`src/design/gpp_pkg.sv`:
```
// constants and types shared by the gpio port block
package gpp_pkg;
    // ********************
    // sizes
    // ********************
    localparam int unsigned NPIN   = 16;
    localparam int unsigned NFUNC  = 8;
    localparam int unsigned ADDR_W = 6;

    // ********************
    // register offsets (byte addresses)
    // ********************
    localparam logic [5:0] OFS_MODE  = 6'h00;
    localparam logic [5:0] OFS_OTYPE = 6'h04;
    localparam logic [5:0] OFS_SPEED = 6'h08;
    localparam logic [5:0] OFS_PUPD  = 6'h0C;
    localparam logic [5:0] OFS_IDATA = 6'h10;
    localparam logic [5:0] OFS_ODATA = 6'h14;
    localparam logic [5:0] OFS_BSC   = 6'h18;
    localparam logic [5:0] OFS_LOCK  = 6'h1C;
    localparam logic [5:0] OFS_AFL   = 6'h20;
    localparam logic [5:0] OFS_AFH   = 6'h24;
    localparam logic [5:0] OFS_CLR   = 6'h28;

    // ********************
    // reset values
    // ********************
    localparam logic [31:0] CFG_RST     = 32'h0000_0000;
    localparam logic [31:0] MODE_RST_A  = 32'h2800_0000;
    localparam logic [31:0] SPEED_RST_A = 32'h0C00_0000;
    localparam logic [31:0] PUPD_RST_A  = 32'h2400_0000;

    // ********************
    // field encodings
    // ********************
    localparam int unsigned LOCK_KEY_POS = 16;
    localparam int unsigned SET_LO       = 0;
    localparam int unsigned CLR_LO       = 16;

    typedef enum logic [1:0] {
        MODE_IN  = 2'h0,
        MODE_OUT = 2'h1,
        MODE_ALT = 2'h2,
        MODE_ANA = 2'h3
    } gpp_mode_e;

    typedef enum logic [1:0] {
        PULL_NONE = 2'h0,
        PULL_UP   = 2'h1,
        PULL_DOWN = 2'h2
    } gpp_pull_e;

    // lock sequence: key 1, key 0, key 1, then read
    typedef enum logic [1:0] {
        LK_IDLE = 2'h0,
        LK_ONE  = 2'h1,
        LK_ZERO = 2'h3,
        LK_TWO  = 2'h2
    } gpp_lock_e;
endpackage : gpp_pkg

```
`src/design/gpp_pad_if.sv`:
```
// configuration and pad signals between port core and pad multiplexer
`timescale 1ns/1ps
interface gpp_pad_if;
    logic [31:0]  mode;
    logic [15:0]  otype;
    logic [31:0]  pupd;
    logic [15:0]  odata;
    logic [63:0]  afsel;
    logic [127:0] af_out;
    logic [127:0] af_oe;
    logic [15:0]  force_off;
    logic [15:0]  out;
    logic [15:0]  oe;
    logic [15:0]  pu;
    logic [15:0]  pd;
    logic [15:0]  ana;

    modport ctrl (output mode, otype, pupd, odata, afsel, af_out, af_oe,
                  output force_off, input out, oe, pu, pd, ana);
    modport mux  (input mode, otype, pupd, odata, afsel, af_out, af_oe,
                  input force_off, output out, oe, pu, pd, ana);
endinterface : gpp_pad_if

```
`src/design/gpp_pad_mux.sv`:
```
// per-pin driver, pull and function multiplexer
`timescale 1ns/1ps
module gpp_pad_mux
    import gpp_pkg::*;
(
    gpp_pad_if.mux pif // configuration in, pad controls out
);
    for (genvar p = 0; p < NPIN; p++) begin : g_pin
        logic [1:0] md;
        logic [1:0] pl;
        logic [3:0] sel;
        logic       af_o;
        logic       af_e;
        assign md  = pif.mode[2*p +: 2];
        assign pl  = pif.pupd[2*p +: 2];
        assign sel = pif.afsel[4*p +: 4];

        // one function per pin; selectors above seven reach nothing
        always_comb begin
            af_o = 1'b0;
            af_e = 1'b0;
            if (!sel[3]) begin
                af_o = pif.af_out[NFUNC*p + 32'(sel[2:0])];
                af_e = pif.af_oe[NFUNC*p + 32'(sel[2:0])];
            end
        end

        always_comb begin
            pif.out[p] = 1'b0;
            pif.oe[p]  = 1'b0;
            pif.pu[p]  = (pl == PULL_UP);
            pif.pd[p]  = (pl == PULL_DOWN);
            pif.ana[p] = 1'b0;
            if (pif.force_off[p] || md == MODE_ANA) begin
                pif.pu[p]  = 1'b0;
                pif.pd[p]  = 1'b0;
                pif.ana[p] = 1'b1;
            end else if (md == MODE_OUT) begin
                if (pif.otype[p]) begin
                    pif.oe[p] = ~pif.odata[p];
                end else begin
                    pif.out[p] = pif.odata[p];
                    pif.oe[p]  = 1'b1;
                end
            end else if (md == MODE_ALT) begin
                if (pif.otype[p]) begin
                    pif.oe[p] = af_e & ~af_o;
                end else begin
                    pif.out[p] = af_o;
                    pif.oe[p]  = af_e;
                end
            end
        end
    end
endmodule : gpp_pad_mux

```
`src/design/gpp_port.sv`:
```
// gpio port: registers, lock, input sampling and registered pad controls
`timescale 1ns/1ps
module gpp_port
    import gpp_pkg::*;
#(
    parameter bit          PORT_A        = 1'b1,     // debug pin reset values
    parameter bit          HAS_LOCK      = 1'b1,     // lock register present
    parameter logic [15:0] FAST_OSC_PINS = 16'h0000, // pins of fast oscillator
    parameter logic [15:0] SLOW_OSC_PINS = 16'h0000, // pins of slow oscillator
    parameter logic [15:0] BACKUP_PINS   = 16'h0000  // backup-domain pins
) (
    input  wire logic               CLK_I,          // 40 MHz clock
    input  wire logic               RESET_N_I,      // sync reset, low
    input  wire logic [ADDR_W-1:0]  ADDR_I,         // byte address
    input  wire logic [31:0]        WDATA_I,        // write data
    input  wire logic               WR_I,           // write strobe
    input  wire logic               RD_I,           // read strobe
    output logic      [31:0]        RDATA_O,        // read data, next cycle
    input  wire logic [15:0]        PAD_IN_I,       // pin levels
    output logic      [15:0]        PAD_OUT_O,      // pin drive level
    output logic      [15:0]        PAD_OE_O,       // pin driver enable
    output logic      [15:0]        PULL_UP_O,      // weak pull-up on
    output logic      [15:0]        PULL_DOWN_O,    // weak pull-down on
    output logic      [15:0]        ANALOG_O,       // digital path off
    output logic      [31:0]        SPEED_O,        // speed grade per pin
    output logic      [15:0]        AF_IN_O,        // pin levels to peripherals
    input  wire logic [127:0]       AF_OUT_I,       // peripheral drive, 8/pin
    input  wire logic [127:0]       AF_OE_I,        // peripheral enable, 8/pin
    input  wire logic               FAST_OSC_EN_I,  // fast oscillator enabled
    input  wire logic               SLOW_OSC_EN_I,  // slow oscillator enabled
    input  wire logic               CORE_OFF_I,     // core supply is off
    input  wire logic               RTC_OWN_I       // rtc controls backup pins
);
    // ********************
    // state
    // ********************
    logic [31:0] mode_q;
    logic [15:0] otype_q;
    logic [31:0] speed_q;
    logic [31:0] pupd_q;
    logic [15:0] odata_q;
    logic [15:0] odata_d;
    logic [31:0] afl_q;
    logic [31:0] afh_q;
    logic [15:0] lock_q;
    logic        key_q;
    gpp_lock_e   lk_q;
    logic [15:0] sync1_q;
    logic [15:0] sync2_q;
    logic [15:0] idata_q;
    logic [31:0] rdata_q;

    logic [15:0] lk1;
    logic [31:0] lk2;
    logic [63:0] lk4;
    logic        wr_mode;
    logic        wr_otype;
    logic        wr_speed;
    logic        wr_pupd;
    logic        wr_odata;
    logic        wr_bsc;
    logic        wr_lock;
    logic        wr_afl;
    logic        wr_afh;
    logic        wr_clr;
    logic        rd_lock;

    gpp_pad_if pif ();

    // ********************
    // write decode
    // ********************
    always_comb begin
        wr_mode  = 1'b0;
        wr_otype = 1'b0;
        wr_speed = 1'b0;
        wr_pupd  = 1'b0;
        wr_odata = 1'b0;
        wr_bsc   = 1'b0;
        wr_lock  = 1'b0;
        wr_afl   = 1'b0;
        wr_afh   = 1'b0;
        wr_clr   = 1'b0;
        if (!WR_I) begin
            wr_mode = 1'b0;
        end else if (ADDR_I == OFS_MODE) begin
            wr_mode = 1'b1;
        end else if (ADDR_I == OFS_OTYPE) begin
            wr_otype = 1'b1;
        end else if (ADDR_I == OFS_SPEED) begin
            wr_speed = 1'b1;
        end else if (ADDR_I == OFS_PUPD) begin
            wr_pupd = 1'b1;
        end else if (ADDR_I == OFS_ODATA) begin
            wr_odata = 1'b1;
        end else if (ADDR_I == OFS_BSC) begin
            wr_bsc = 1'b1;
        end else if (ADDR_I == OFS_LOCK) begin
            wr_lock = HAS_LOCK;
        end else if (ADDR_I == OFS_AFL) begin
            wr_afl = 1'b1;
        end else if (ADDR_I == OFS_AFH) begin
            wr_afh = 1'b1;
        end else if (ADDR_I == OFS_CLR) begin
            wr_clr = 1'b1;
        end
    end

    assign rd_lock = RD_I && (ADDR_I == OFS_LOCK) && HAS_LOCK;

    // ********************
    // lock masks per field width
    // ********************
    assign lk1 = key_q ? lock_q : 16'h0000;
    for (genvar p = 0; p < NPIN; p++) begin : g_lk
        assign lk2[2*p +: 2] = {2{lk1[p]}};
        assign lk4[4*p +: 4] = {4{lk1[p]}};
    end

    // ********************
    // configuration registers
    // ********************
    always_ff @(posedge CLK_I) begin
        if (!RESET_N_I) begin
            mode_q <= PORT_A ? MODE_RST_A : CFG_RST;
        end else if (wr_mode) begin
            mode_q <= (mode_q & lk2) | (WDATA_I & ~lk2);
        end
    end

    always_ff @(posedge CLK_I) begin
        if (!RESET_N_I) begin
            otype_q <= CFG_RST[15:0];
        end else if (wr_otype) begin
            otype_q <= (otype_q & lk1) | (WDATA_I[15:0] & ~lk1);
        end
    end

    always_ff @(posedge CLK_I) begin
        if (!RESET_N_I) begin
            speed_q <= PORT_A ? SPEED_RST_A : CFG_RST;
        end else if (wr_speed) begin
            speed_q <= (speed_q & lk2) | (WDATA_I & ~lk2);
        end
    end

    always_ff @(posedge CLK_I) begin
        if (!RESET_N_I) begin
            pupd_q <= PORT_A ? PUPD_RST_A : CFG_RST;
        end else if (wr_pupd) begin
            pupd_q <= (pupd_q & lk2) | (WDATA_I & ~lk2);
        end
    end

    always_ff @(posedge CLK_I) begin
        if (!RESET_N_I) begin
            afl_q <= CFG_RST;
            afh_q <= CFG_RST;
        end else if (wr_afl) begin
            afl_q <= (afl_q & lk4[31:0]) | (WDATA_I & ~lk4[31:0]);
        end else if (wr_afh) begin
            afh_q <= (afh_q & lk4[63:32]) | (WDATA_I & ~lk4[63:32]);
        end
    end

    // ********************
    // output data with set and clear
    // ********************
    always_comb begin
        odata_d = odata_q;
        if (wr_odata) begin
            odata_d = WDATA_I[15:0];
        end else if (wr_bsc) begin
            // set applied after clear so set wins on both
            odata_d = (odata_q & ~WDATA_I[CLR_LO +: 16])
                    | WDATA_I[SET_LO +: 16];
        end else if (wr_clr) begin
            odata_d = odata_q & ~WDATA_I[15:0];
        end
    end

    always_ff @(posedge CLK_I) begin
        if (!RESET_N_I) begin
            odata_q <= CFG_RST[15:0];
        end else begin
            odata_q <= odata_d;
        end
    end

    // ********************
    // lock key sequence
    // ********************
    always_ff @(posedge CLK_I) begin
        if (!RESET_N_I) begin
            lock_q <= CFG_RST[15:0];
        end else if (wr_lock && !key_q) begin
            lock_q <= WDATA_I[15:0];
        end
    end

    always_ff @(posedge CLK_I) begin
        if (!RESET_N_I) begin
            lk_q  <= LK_IDLE;
            key_q <= 1'b0;
        end else if (!key_q) begin
            case (lk_q)
                LK_IDLE: begin
                    if (wr_lock && WDATA_I[LOCK_KEY_POS]) begin
                        lk_q <= LK_ONE;
                    end
                end
                LK_ONE: begin
                    if (wr_lock) begin
                        lk_q <= (!WDATA_I[LOCK_KEY_POS]
                                 && WDATA_I[15:0] == lock_q)
                                ? LK_ZERO : LK_IDLE;
                    end
                end
                LK_ZERO: begin
                    if (wr_lock) begin
                        lk_q <= (WDATA_I[LOCK_KEY_POS]
                                 && WDATA_I[15:0] == lock_q)
                                ? LK_TWO : LK_IDLE;
                    end
                end
                LK_TWO: begin
                    if (wr_lock) begin
                        lk_q <= LK_IDLE;
                    end else if (rd_lock) begin
                        key_q <= 1'b1;
                        lk_q  <= LK_IDLE;
                    end
                end
                default: begin
                    lk_q <= LK_IDLE;
                end
            endcase
        end
    end

    // ********************
    // pin sampling
    // ********************
    always_ff @(posedge CLK_I) begin
        if (!RESET_N_I) begin
            sync1_q <= 16'h0000;
            sync2_q <= 16'h0000;
        end else begin
            sync1_q <= PAD_IN_I;
            sync2_q <= sync1_q;
        end
    end

    always_ff @(posedge CLK_I) begin
        if (!RESET_N_I) begin
            idata_q <= 16'h0000;
            AF_IN_O <= 16'h0000;
        end else begin
            idata_q <= sync2_q & ~pif.ana;
            AF_IN_O <= sync2_q & ~pif.ana;
        end
    end

    // ********************
    // pad multiplexer
    // ********************
    assign pif.mode   = mode_q;
    assign pif.otype  = otype_q;
    assign pif.pupd   = pupd_q;
    assign pif.odata  = odata_q;
    assign pif.afsel  = {afh_q, afl_q};
    assign pif.af_out = AF_OUT_I;
    assign pif.af_oe  = AF_OE_I;
    assign pif.force_off =
          (FAST_OSC_EN_I ? FAST_OSC_PINS : 16'h0000)
        | (SLOW_OSC_EN_I ? SLOW_OSC_PINS : 16'h0000)
        | ((CORE_OFF_I && !RTC_OWN_I) ? BACKUP_PINS : 16'h0000);

    gpp_pad_mux u_mux (
        .pif (pif)
    );

    always_ff @(posedge CLK_I) begin
        if (!RESET_N_I) begin
            PAD_OUT_O   <= 16'h0000;
            PAD_OE_O    <= 16'h0000;
            PULL_UP_O   <= 16'h0000;
            PULL_DOWN_O <= 16'h0000;
            ANALOG_O    <= 16'h0000;
            SPEED_O     <= CFG_RST;
        end else begin
            PAD_OUT_O   <= pif.out;
            PAD_OE_O    <= pif.oe;
            PULL_UP_O   <= pif.pu;
            PULL_DOWN_O <= pif.pd;
            ANALOG_O    <= pif.ana;
            SPEED_O     <= speed_q;
        end
    end

    // ********************
    // read port
    // ********************
    always_ff @(posedge CLK_I) begin
        if (!RESET_N_I) begin
            rdata_q <= 32'h0000_0000;
        end else if (!RD_I) begin
            rdata_q <= 32'h0000_0000;
        end else if (ADDR_I == OFS_MODE) begin
            rdata_q <= mode_q;
        end else if (ADDR_I == OFS_OTYPE) begin
            rdata_q <= {16'h0000, otype_q};
        end else if (ADDR_I == OFS_SPEED) begin
            rdata_q <= speed_q;
        end else if (ADDR_I == OFS_PUPD) begin
            rdata_q <= pupd_q;
        end else if (ADDR_I == OFS_IDATA) begin
            rdata_q <= {16'h0000, idata_q};
        end else if (ADDR_I == OFS_ODATA) begin
            rdata_q <= {16'h0000, odata_q};
        end else if (ADDR_I == OFS_LOCK && HAS_LOCK) begin
            rdata_q <= {15'h0000, key_q, lock_q};
        end else if (ADDR_I == OFS_AFL) begin
            rdata_q <= afl_q;
        end else if (ADDR_I == OFS_AFH) begin
            rdata_q <= afh_q;
        end else begin
            rdata_q <= 32'h0000_0000;
        end
    end

    assign RDATA_O = rdata_q;
endmodule : gpp_port

```
`config.mk`:
```
export PLATFORM = sky130hd
export DESIGN_NAME = gpp_port
export DESIGN_NICKNAME = d
export VERILOG_FILES = /design/src/design/gpp_pkg.sv /design/src/design/gpp_pad_if.sv /design/src/design/gpp_pad_mux.sv /design/src/design/gpp_port.sv
export SDC_FILE = /design/constraint.sdc
export NUM_CORES = 1
export LEC_CHECK = 0
export ABC_AREA = 1
export BUFFER_PORTS_ARGS = -buffer_cell sky130_fd_sc_hd__buf_4
export CAP_MARGIN = 10
export CORE_MARGIN = 2
export CORE_UTILIZATION = 29
export CTS_BUF_LIST = sky130_fd_sc_hd__clkbuf_4
export DETAILED_ROUTE_END_ITERATION = 10
export GPL_TIMING_DRIVEN = 0
export PLACE_DENSITY = 0.6
export SLEW_MARGIN = 20
export SYNTH_ARGS = -nofsm -noshare
export SYNTH_HDL_FRONTEND = slang
export SYNTH_HIERARCHICAL = 1
export SYNTH_SLANG_ARGS = --single-unit
```
`constraint.sdc`:
```
create_clock -name CLK_I -period 2.1 [get_ports CLK_I]
set_input_delay 0.525 -clock CLK_I [delete_from_list [all_inputs] [get_ports CLK_I]]
set_output_delay 0.525 -clock CLK_I [all_outputs]
set_load 0.01 [all_outputs]
```
; ---- After elaboration in Yosys (flattened, before gate mapping)
; Index checks and enable logic that the tools add are counted.
; Widths: inputs -> output; s select.
[word_totals]
register_bits = 403
input_bits = 318
output_inout_bits = 160
word_cells = 646
[classes]
addsub = 15
magnitude_cmp = 16
n_eq_ne = 98
n_mux = 330
n_bitwise = 78
n_reduce_logical = 29
[op_table]
columns = operator, n
row1 = $lt 32x8->1 const B, 15
row2 = $mux 32, 9
row3 = $mux 1, 277
row4 = $and 32x32->32, 8
row5 = $bmux 1 s7, 30
row6 = $or 32x32->32, 5
row7 = $eq 2x2->1 const B, 50
row8 = $not 32->32, 3
row9 = $and 16x16->16, 5
row10 = $eq 2x1->1 const B, 33
row11 = $add 7x3->8 const A, 8
row12 = $mux 16, 4
row13 = $not 16->16, 4
row14 = $not 1->1, 35
row15 = $or 16x16->16, 2
row16 = $reduce_or 2->1, 16
row17 = $add 6x3->7 const A, 4
row18 = $eq 6x5->1 const B, 4
row19 = $eq 6x6->1 const B, 3
row20 = $and 1x1->1, 16
row21 = $eq 16x16->1, 1
row22 = $mux 2, 7
row23 = $add 5x3->6 const A, 2
row24 = $eq 6x4->1 const B, 2
row25 = other kinds (14), 23

; ---- Depth between registers and ports, before layout
[logic_depth]
ltp_word = 15
depth_mapped = 12
depth_no_buf = 11

; ---- Hierarchy
; The synthesis kept the hierarchy.
[modules_own_cells]
columns = module, instances, cells_per_inst, area_per_inst_um2, seq_area_each_um2
row1 = gpp_port, 1, 1967, 15220.8, 8067.7
row2 = gpp_pad_mux, 1, 1052, 4496.8, 0.0

; ---- Worst setup path before layout
; Ideal clock, no wire load.
[synth_path]
path_kind = input-to-reg
from = input port ADDR_I[1]
to = register rdata_q[12], in the netlist RDATA_O[12]
setup_ns = 0.109
t_arrival_ns = 1.655
required_ns = 1.991
setup_slack_ns = 0.336
stages = 11
n_path_buf = 3
path_cell_list = nor2_2 buf_4 nand2_4 nor2_2 buf_2 inv_2 buf_2 nor2_1 nor2_1 nand2_1 inv_1
[synth_between]
elab_chain_len = 10
word_cells_on_any_way = 18
classes_between = 8 x eq/ne / 9 x mux / 1 x reduce/logical
[synth_lines]
columns = element, line_no
row1 = start: declaration, gpp_port.sv:14  ; input wire logic [ADDR_W-1:0] ADDR_I,
row2 = $eq 6x6->1, gpp_port.sv:325  ; end else if (ADDR_I == OFS_AFH) begin
row3 = $mux 32, gpp_port.sv:325
row4 = $mux 32, gpp_port.sv:323  ; end else if (ADDR_I == OFS_AFL) begin
row5 = $mux 32, gpp_port.sv:321  ; end else if (ADDR_I == OFS_LOCK && HAS_LOCK) begin
row6 = $mux 32, gpp_port.sv:319  ; end else if (ADDR_I == OFS_ODATA) begin
row7 = $mux 32, gpp_port.sv:317  ; end else if (ADDR_I == OFS_IDATA) begin
row8 = $mux 32, gpp_port.sv:315  ; end else if (ADDR_I == OFS_PUPD) begin
row9 = $mux 32, gpp_port.sv:313  ; end else if (ADDR_I == OFS_SPEED) begin
row10 = $mux 32, gpp_port.sv:311  ; end else if (ADDR_I == OFS_OTYPE) begin
row11 = $mux 32 (*), gpp_port.sv:309  ; end else if (ADDR_I == OFS_MODE) begin
row12 = end signal: assignment, gpp_port.sv:310  ; rdata_q <= mode_q;
row13 = end signal: assignment, gpp_port.sv:312  ; rdata_q <= {16'h0000, otype_q};
row14 = end signal: assignment, gpp_port.sv:314  ; rdata_q <= speed_q;
row15 = end: declaration, gpp_port.sv:51  ; logic [31:0] rdata_q;
; Mark *: on every way between the ends. The rest lies on a longest branch, timed or not.
; A chain may end at the register's enable or synchronous reset.

; ---- Final worst setup path
[layout_path]
from = input port ADDR_I[1]
to = register odata_q[7]
[layout_between]
elab_chain_len = 13
word_cells_on_any_way = 37
classes_between = 9 x eq/ne / 26 x mux / 2 x reduce/logical
[layout_lines]
columns = element, line_no
row1 = $eq 6x6->1, gpp_port.sv:104  ; end else if (ADDR_I == OFS_CLR) begin
row2 = $mux 1, gpp_port.sv:104
row3 = $mux 1, gpp_port.sv:102  ; end else if (ADDR_I == OFS_AFH) begin
row4 = $mux 1, gpp_port.sv:100  ; end else if (ADDR_I == OFS_AFL) begin
row5 = $mux 1, gpp_port.sv:98  ; end else if (ADDR_I == OFS_LOCK) begin
row6 = $mux 1, gpp_port.sv:96  ; end else if (ADDR_I == OFS_BSC) begin
row7 = $mux 1, gpp_port.sv:94  ; end else if (ADDR_I == OFS_ODATA) begin
row8 = $mux 1, gpp_port.sv:92  ; end else if (ADDR_I == OFS_PUPD) begin
row9 = $mux 1, gpp_port.sv:90  ; end else if (ADDR_I == OFS_SPEED) begin
row10 = $mux 1, gpp_port.sv:88  ; end else if (ADDR_I == OFS_OTYPE) begin
row11 = $mux 1, gpp_port.sv:86  ; end else if (ADDR_I == OFS_MODE) begin
row12 = $mux 1, gpp_port.sv:84  ; if (!WR_I) begin
row13 = $reduce_bool 3->1 (no line), --
row14 = end signal: assignment, gpp_port.sv:184  ; odata_q <= CFG_RST[15:0];
row15 = end signal: assignment, gpp_port.sv:186  ; odata_q <= odata_d;
row16 = end: declaration, gpp_port.sv:41  ; logic [15:0] odata_q;
; Parallel ways exist; a longest one is shown, timed or not.

==> metrics <==
DR vias/cell around 4.8; Final Power between 15 and 20 mW; Crit path required time 2.89 ns; FF/Latch Area 0.00807 mm^2; max-cap violation count 0; CTS sink count ~400; vias in the first global route ~21000; setup bufs post-CTS 0; Worst Setup End Kind register; flops & latches, synth between 400 and 500; drt wl/cell 19.7 um; CORE AREA 0.0673 mm^2; Overflow after GRT 0; final worst setup slack -0.00227 ns; Met3 Routed Length around 7400 um; YS warnings 6; wl on met1 between 30000 and 40000 um; P per Cell Area between 600 and 700 mW/mm^2; RSZ-0062 raised after global routing no; highest routed layer met5; first-pass GRT wire length about 130000 um; placed inst area ~0.024 mm^2; area of the multi-input gates approximately 0.0092 mm^2; Synth area leader dfxtp_1; Final ANT Viol Nets 0; Port Buffers roughly 470; fin crit share 100%; VDD IR-drop max approximately 0.00035 V; vias after detailed routing about 22000; Worst Hold End RDATA_O[1]; Bufs on Longest Clock Path 3; Setup CP Type input pin to register; CTS H-tree lvls 3; count of final hold-check violations 0; DRT Pass-1 Iters 6; Slew headroom about 31%; clock power share 43.0%; Reg power frac 47.3%; Sw Share 27.1%; I/O pin count 478; hpwl dp between 70000 and 80000 um; Synth top area share roughly 41%; Avg Synthesized Cell Area roughly 6.5 um^2; cell area after layout around 0.026 mm^2; cells after synthesis approximately 3000; clk slew on worst S/H paths 0.07 ns; First DRT Iteration DRCs ~1700; Reg-to-Reg Start key_q; EDFF count, synth 0; die area roughly 0.07 mm^2; TritonCTS buffer count 111; Async SR Flop Fraction 0%; largest net degree at the start of global routing 15; FF-to-FF setup slack roughly 0.090 ns; Net count, final about 4000; root buffer cell clkbuf_4; FMAX about 480 MHz; sequential area share after synthesis 40.9%; dpl ws -0.605 ns; wire length on met2 42700 um; count of cell types in the netlist 34; startpoint types input pin; Combinational Power Share 9.7%; Slew Limit Fails 0; Finish-stage setup viols 1; clock tree skew after final layout around 0.054 ns; Final Hold Slack between 0.15 and 0.2 ns; Setup TNS -0.00227 ns; HP Class input pin to register; Residual DRC 0; CP arrival around 2.9 ns; Die Y 265 um; Worst R2R Path Depth 6; Hold Path Cell Cnt 6; final core occ roughly two fifths; worst skew pair latency around 0.90 ns; Starting Density approximately 29%; Tmin final between 2 and 2.5 ns; internal power approximately 12 mW; Core Rows 95; Mapped Area 0.0197 mm^2; Hold Startpoint ADDR_I[2]; synth-to-layout area growth 33.4%; dominant synthesized flop cell dfxtp_1; violated checks setup timing; die extent in x ~260 um; # fillers between 7000 and 8000; Sw Pwr ~4.5 mW; leak pwr roughly 13 nW; total track usage around 25%; synth cell count leaders nand2_1, inv_1, dfxtp_1, nor2_1, a21oi_1; outcome finished with violations; most common cell in the netlist nand2_1; Placed Cells around 4400; CTS tree yes; worst-path maximum fanout 10; Area contributors post-synth dfxtp_1, nand2_1, inv_1; non-filler cells, final between 4000 and 5000; actual slew at the worst max-slew pin between 1 and 1.5 ns; initial antenna violation count 8; global placer's final weighted congestion slightly above 1; final wirelength ~90000 um; share of cells above drive strength 1 approximately a fifth
==> power by group through the flow <==
stage                     combinational (mW)  clock [mW]  sequential, mW
after floorplan                        0.577           0            7.97
after global placement                  1.50           0            7.98
after detailed placement                1.51           0            7.98
after CTS                               1.60        7.23            7.81
after global routing                    1.73        7.68            7.81
final                                   1.61        7.10            7.81
==> repair_timing <==
action                                  in CTS  in global routing
hold buffers                                50                  0
hold endpoints to repair                   133                  0
endpoints found under the setup margin      14                  0
resized for setup                            0                  0
==> worst max path at each step <==
stage | from | end | slack [ns] | cells past startpoint
after floorplan | ADDR_I[1] | RDATA_O[12] | 0.34 | 11
after global placement | RESET_N_I | PAD_OUT_O[9] | -0.70 | 5
after detailed placement | ADDR_I[1] | RDATA_O[11] | -0.61 | 12
after CTS | idata_q[7] | AF_IN_O[7] | 0.04 | 1
after global routing | idata_q[7] | AF_IN_O[7] | 0.02 | 1
final | ADDR_I[1] | odata_q[7] | -0.002 | 9
==> layer usage <==
metal	GRT usage (%)	vias to the layer above
met5	0	-
met4	11.3	6
met3	5.46	182
met2	42.6	968
met1	31.3	10100
li1	-	10800
==> logic make-up after synthesis <==
| logic type | synth area share [%] |
|---|---|
| xor gates and xnor gates | 0.311 |
| and+or+nand+nor | 32.6 |
| other | 0.0190 |
| AOI/OAI and AO/OA | 13.6 |
| DFF | 40.9 |
| buffers and inverters | 12.5 |
==> worst max-delay path, cell delays in order <==
cell	delay (ns)
buf_4	0.12
nor2_2	0.29
buf_4	0.28
nand4_2	0.45
nand2_2	0.42
nand2_1	0.08
nand2_1	0.06
a21oi_1	0.06
dlygate4sd3_1	0.59
==> area by class of cell <==
type	instances	area share, %
Inverter	510	7.28
Buffer	101	2.12
Multi-Input combinational cell	2019	35.1
Clock buffer	160	4.57
Tap cell	873	4.15
Antenna cell	7	0.0666
Clock inverter	36	0.676
Sequential cell	403	30.7
Timing Repair Buffer	521	15.3
==> cells in the final DEF, fill, tap and decap left out, types with 4 or more instances in the layout <==
cell,synthesis,final
xor2_1,7,7
nor2_4,21,21
o211ai_1,17,17
a31oi_1,9,9
buf_4,6,477
clkbuf_1,60,55
clkbuf_4,0,160
inv_1,493,493
clkinv_1,0,24
a41oi_1,15,15
nor2_1,282,282
dfxtp_1,403,403
nand2_1,895,895
nor3_1,20,20
o21ai_0,104,104
a22oi_1,15,15
nand3_1,189,189
a311oi_1,16,16
diode_2,0,7
o21ai_1,77,77
buf_6,17,17
nand2_2,7,7
dlygate4sd3_1,0,50
a21oi_2,12,12
buf_2,18,18
a21oi_1,219,219
clkinv_2,0,10
conb_1,1,16
inv_2,17,17
nand3b_1,5,5
nand4_1,35,35
nand3_2,14,14
clkbuf_2,0,4
nor2_2,36,36
Power figures use the tool's default switching activity.
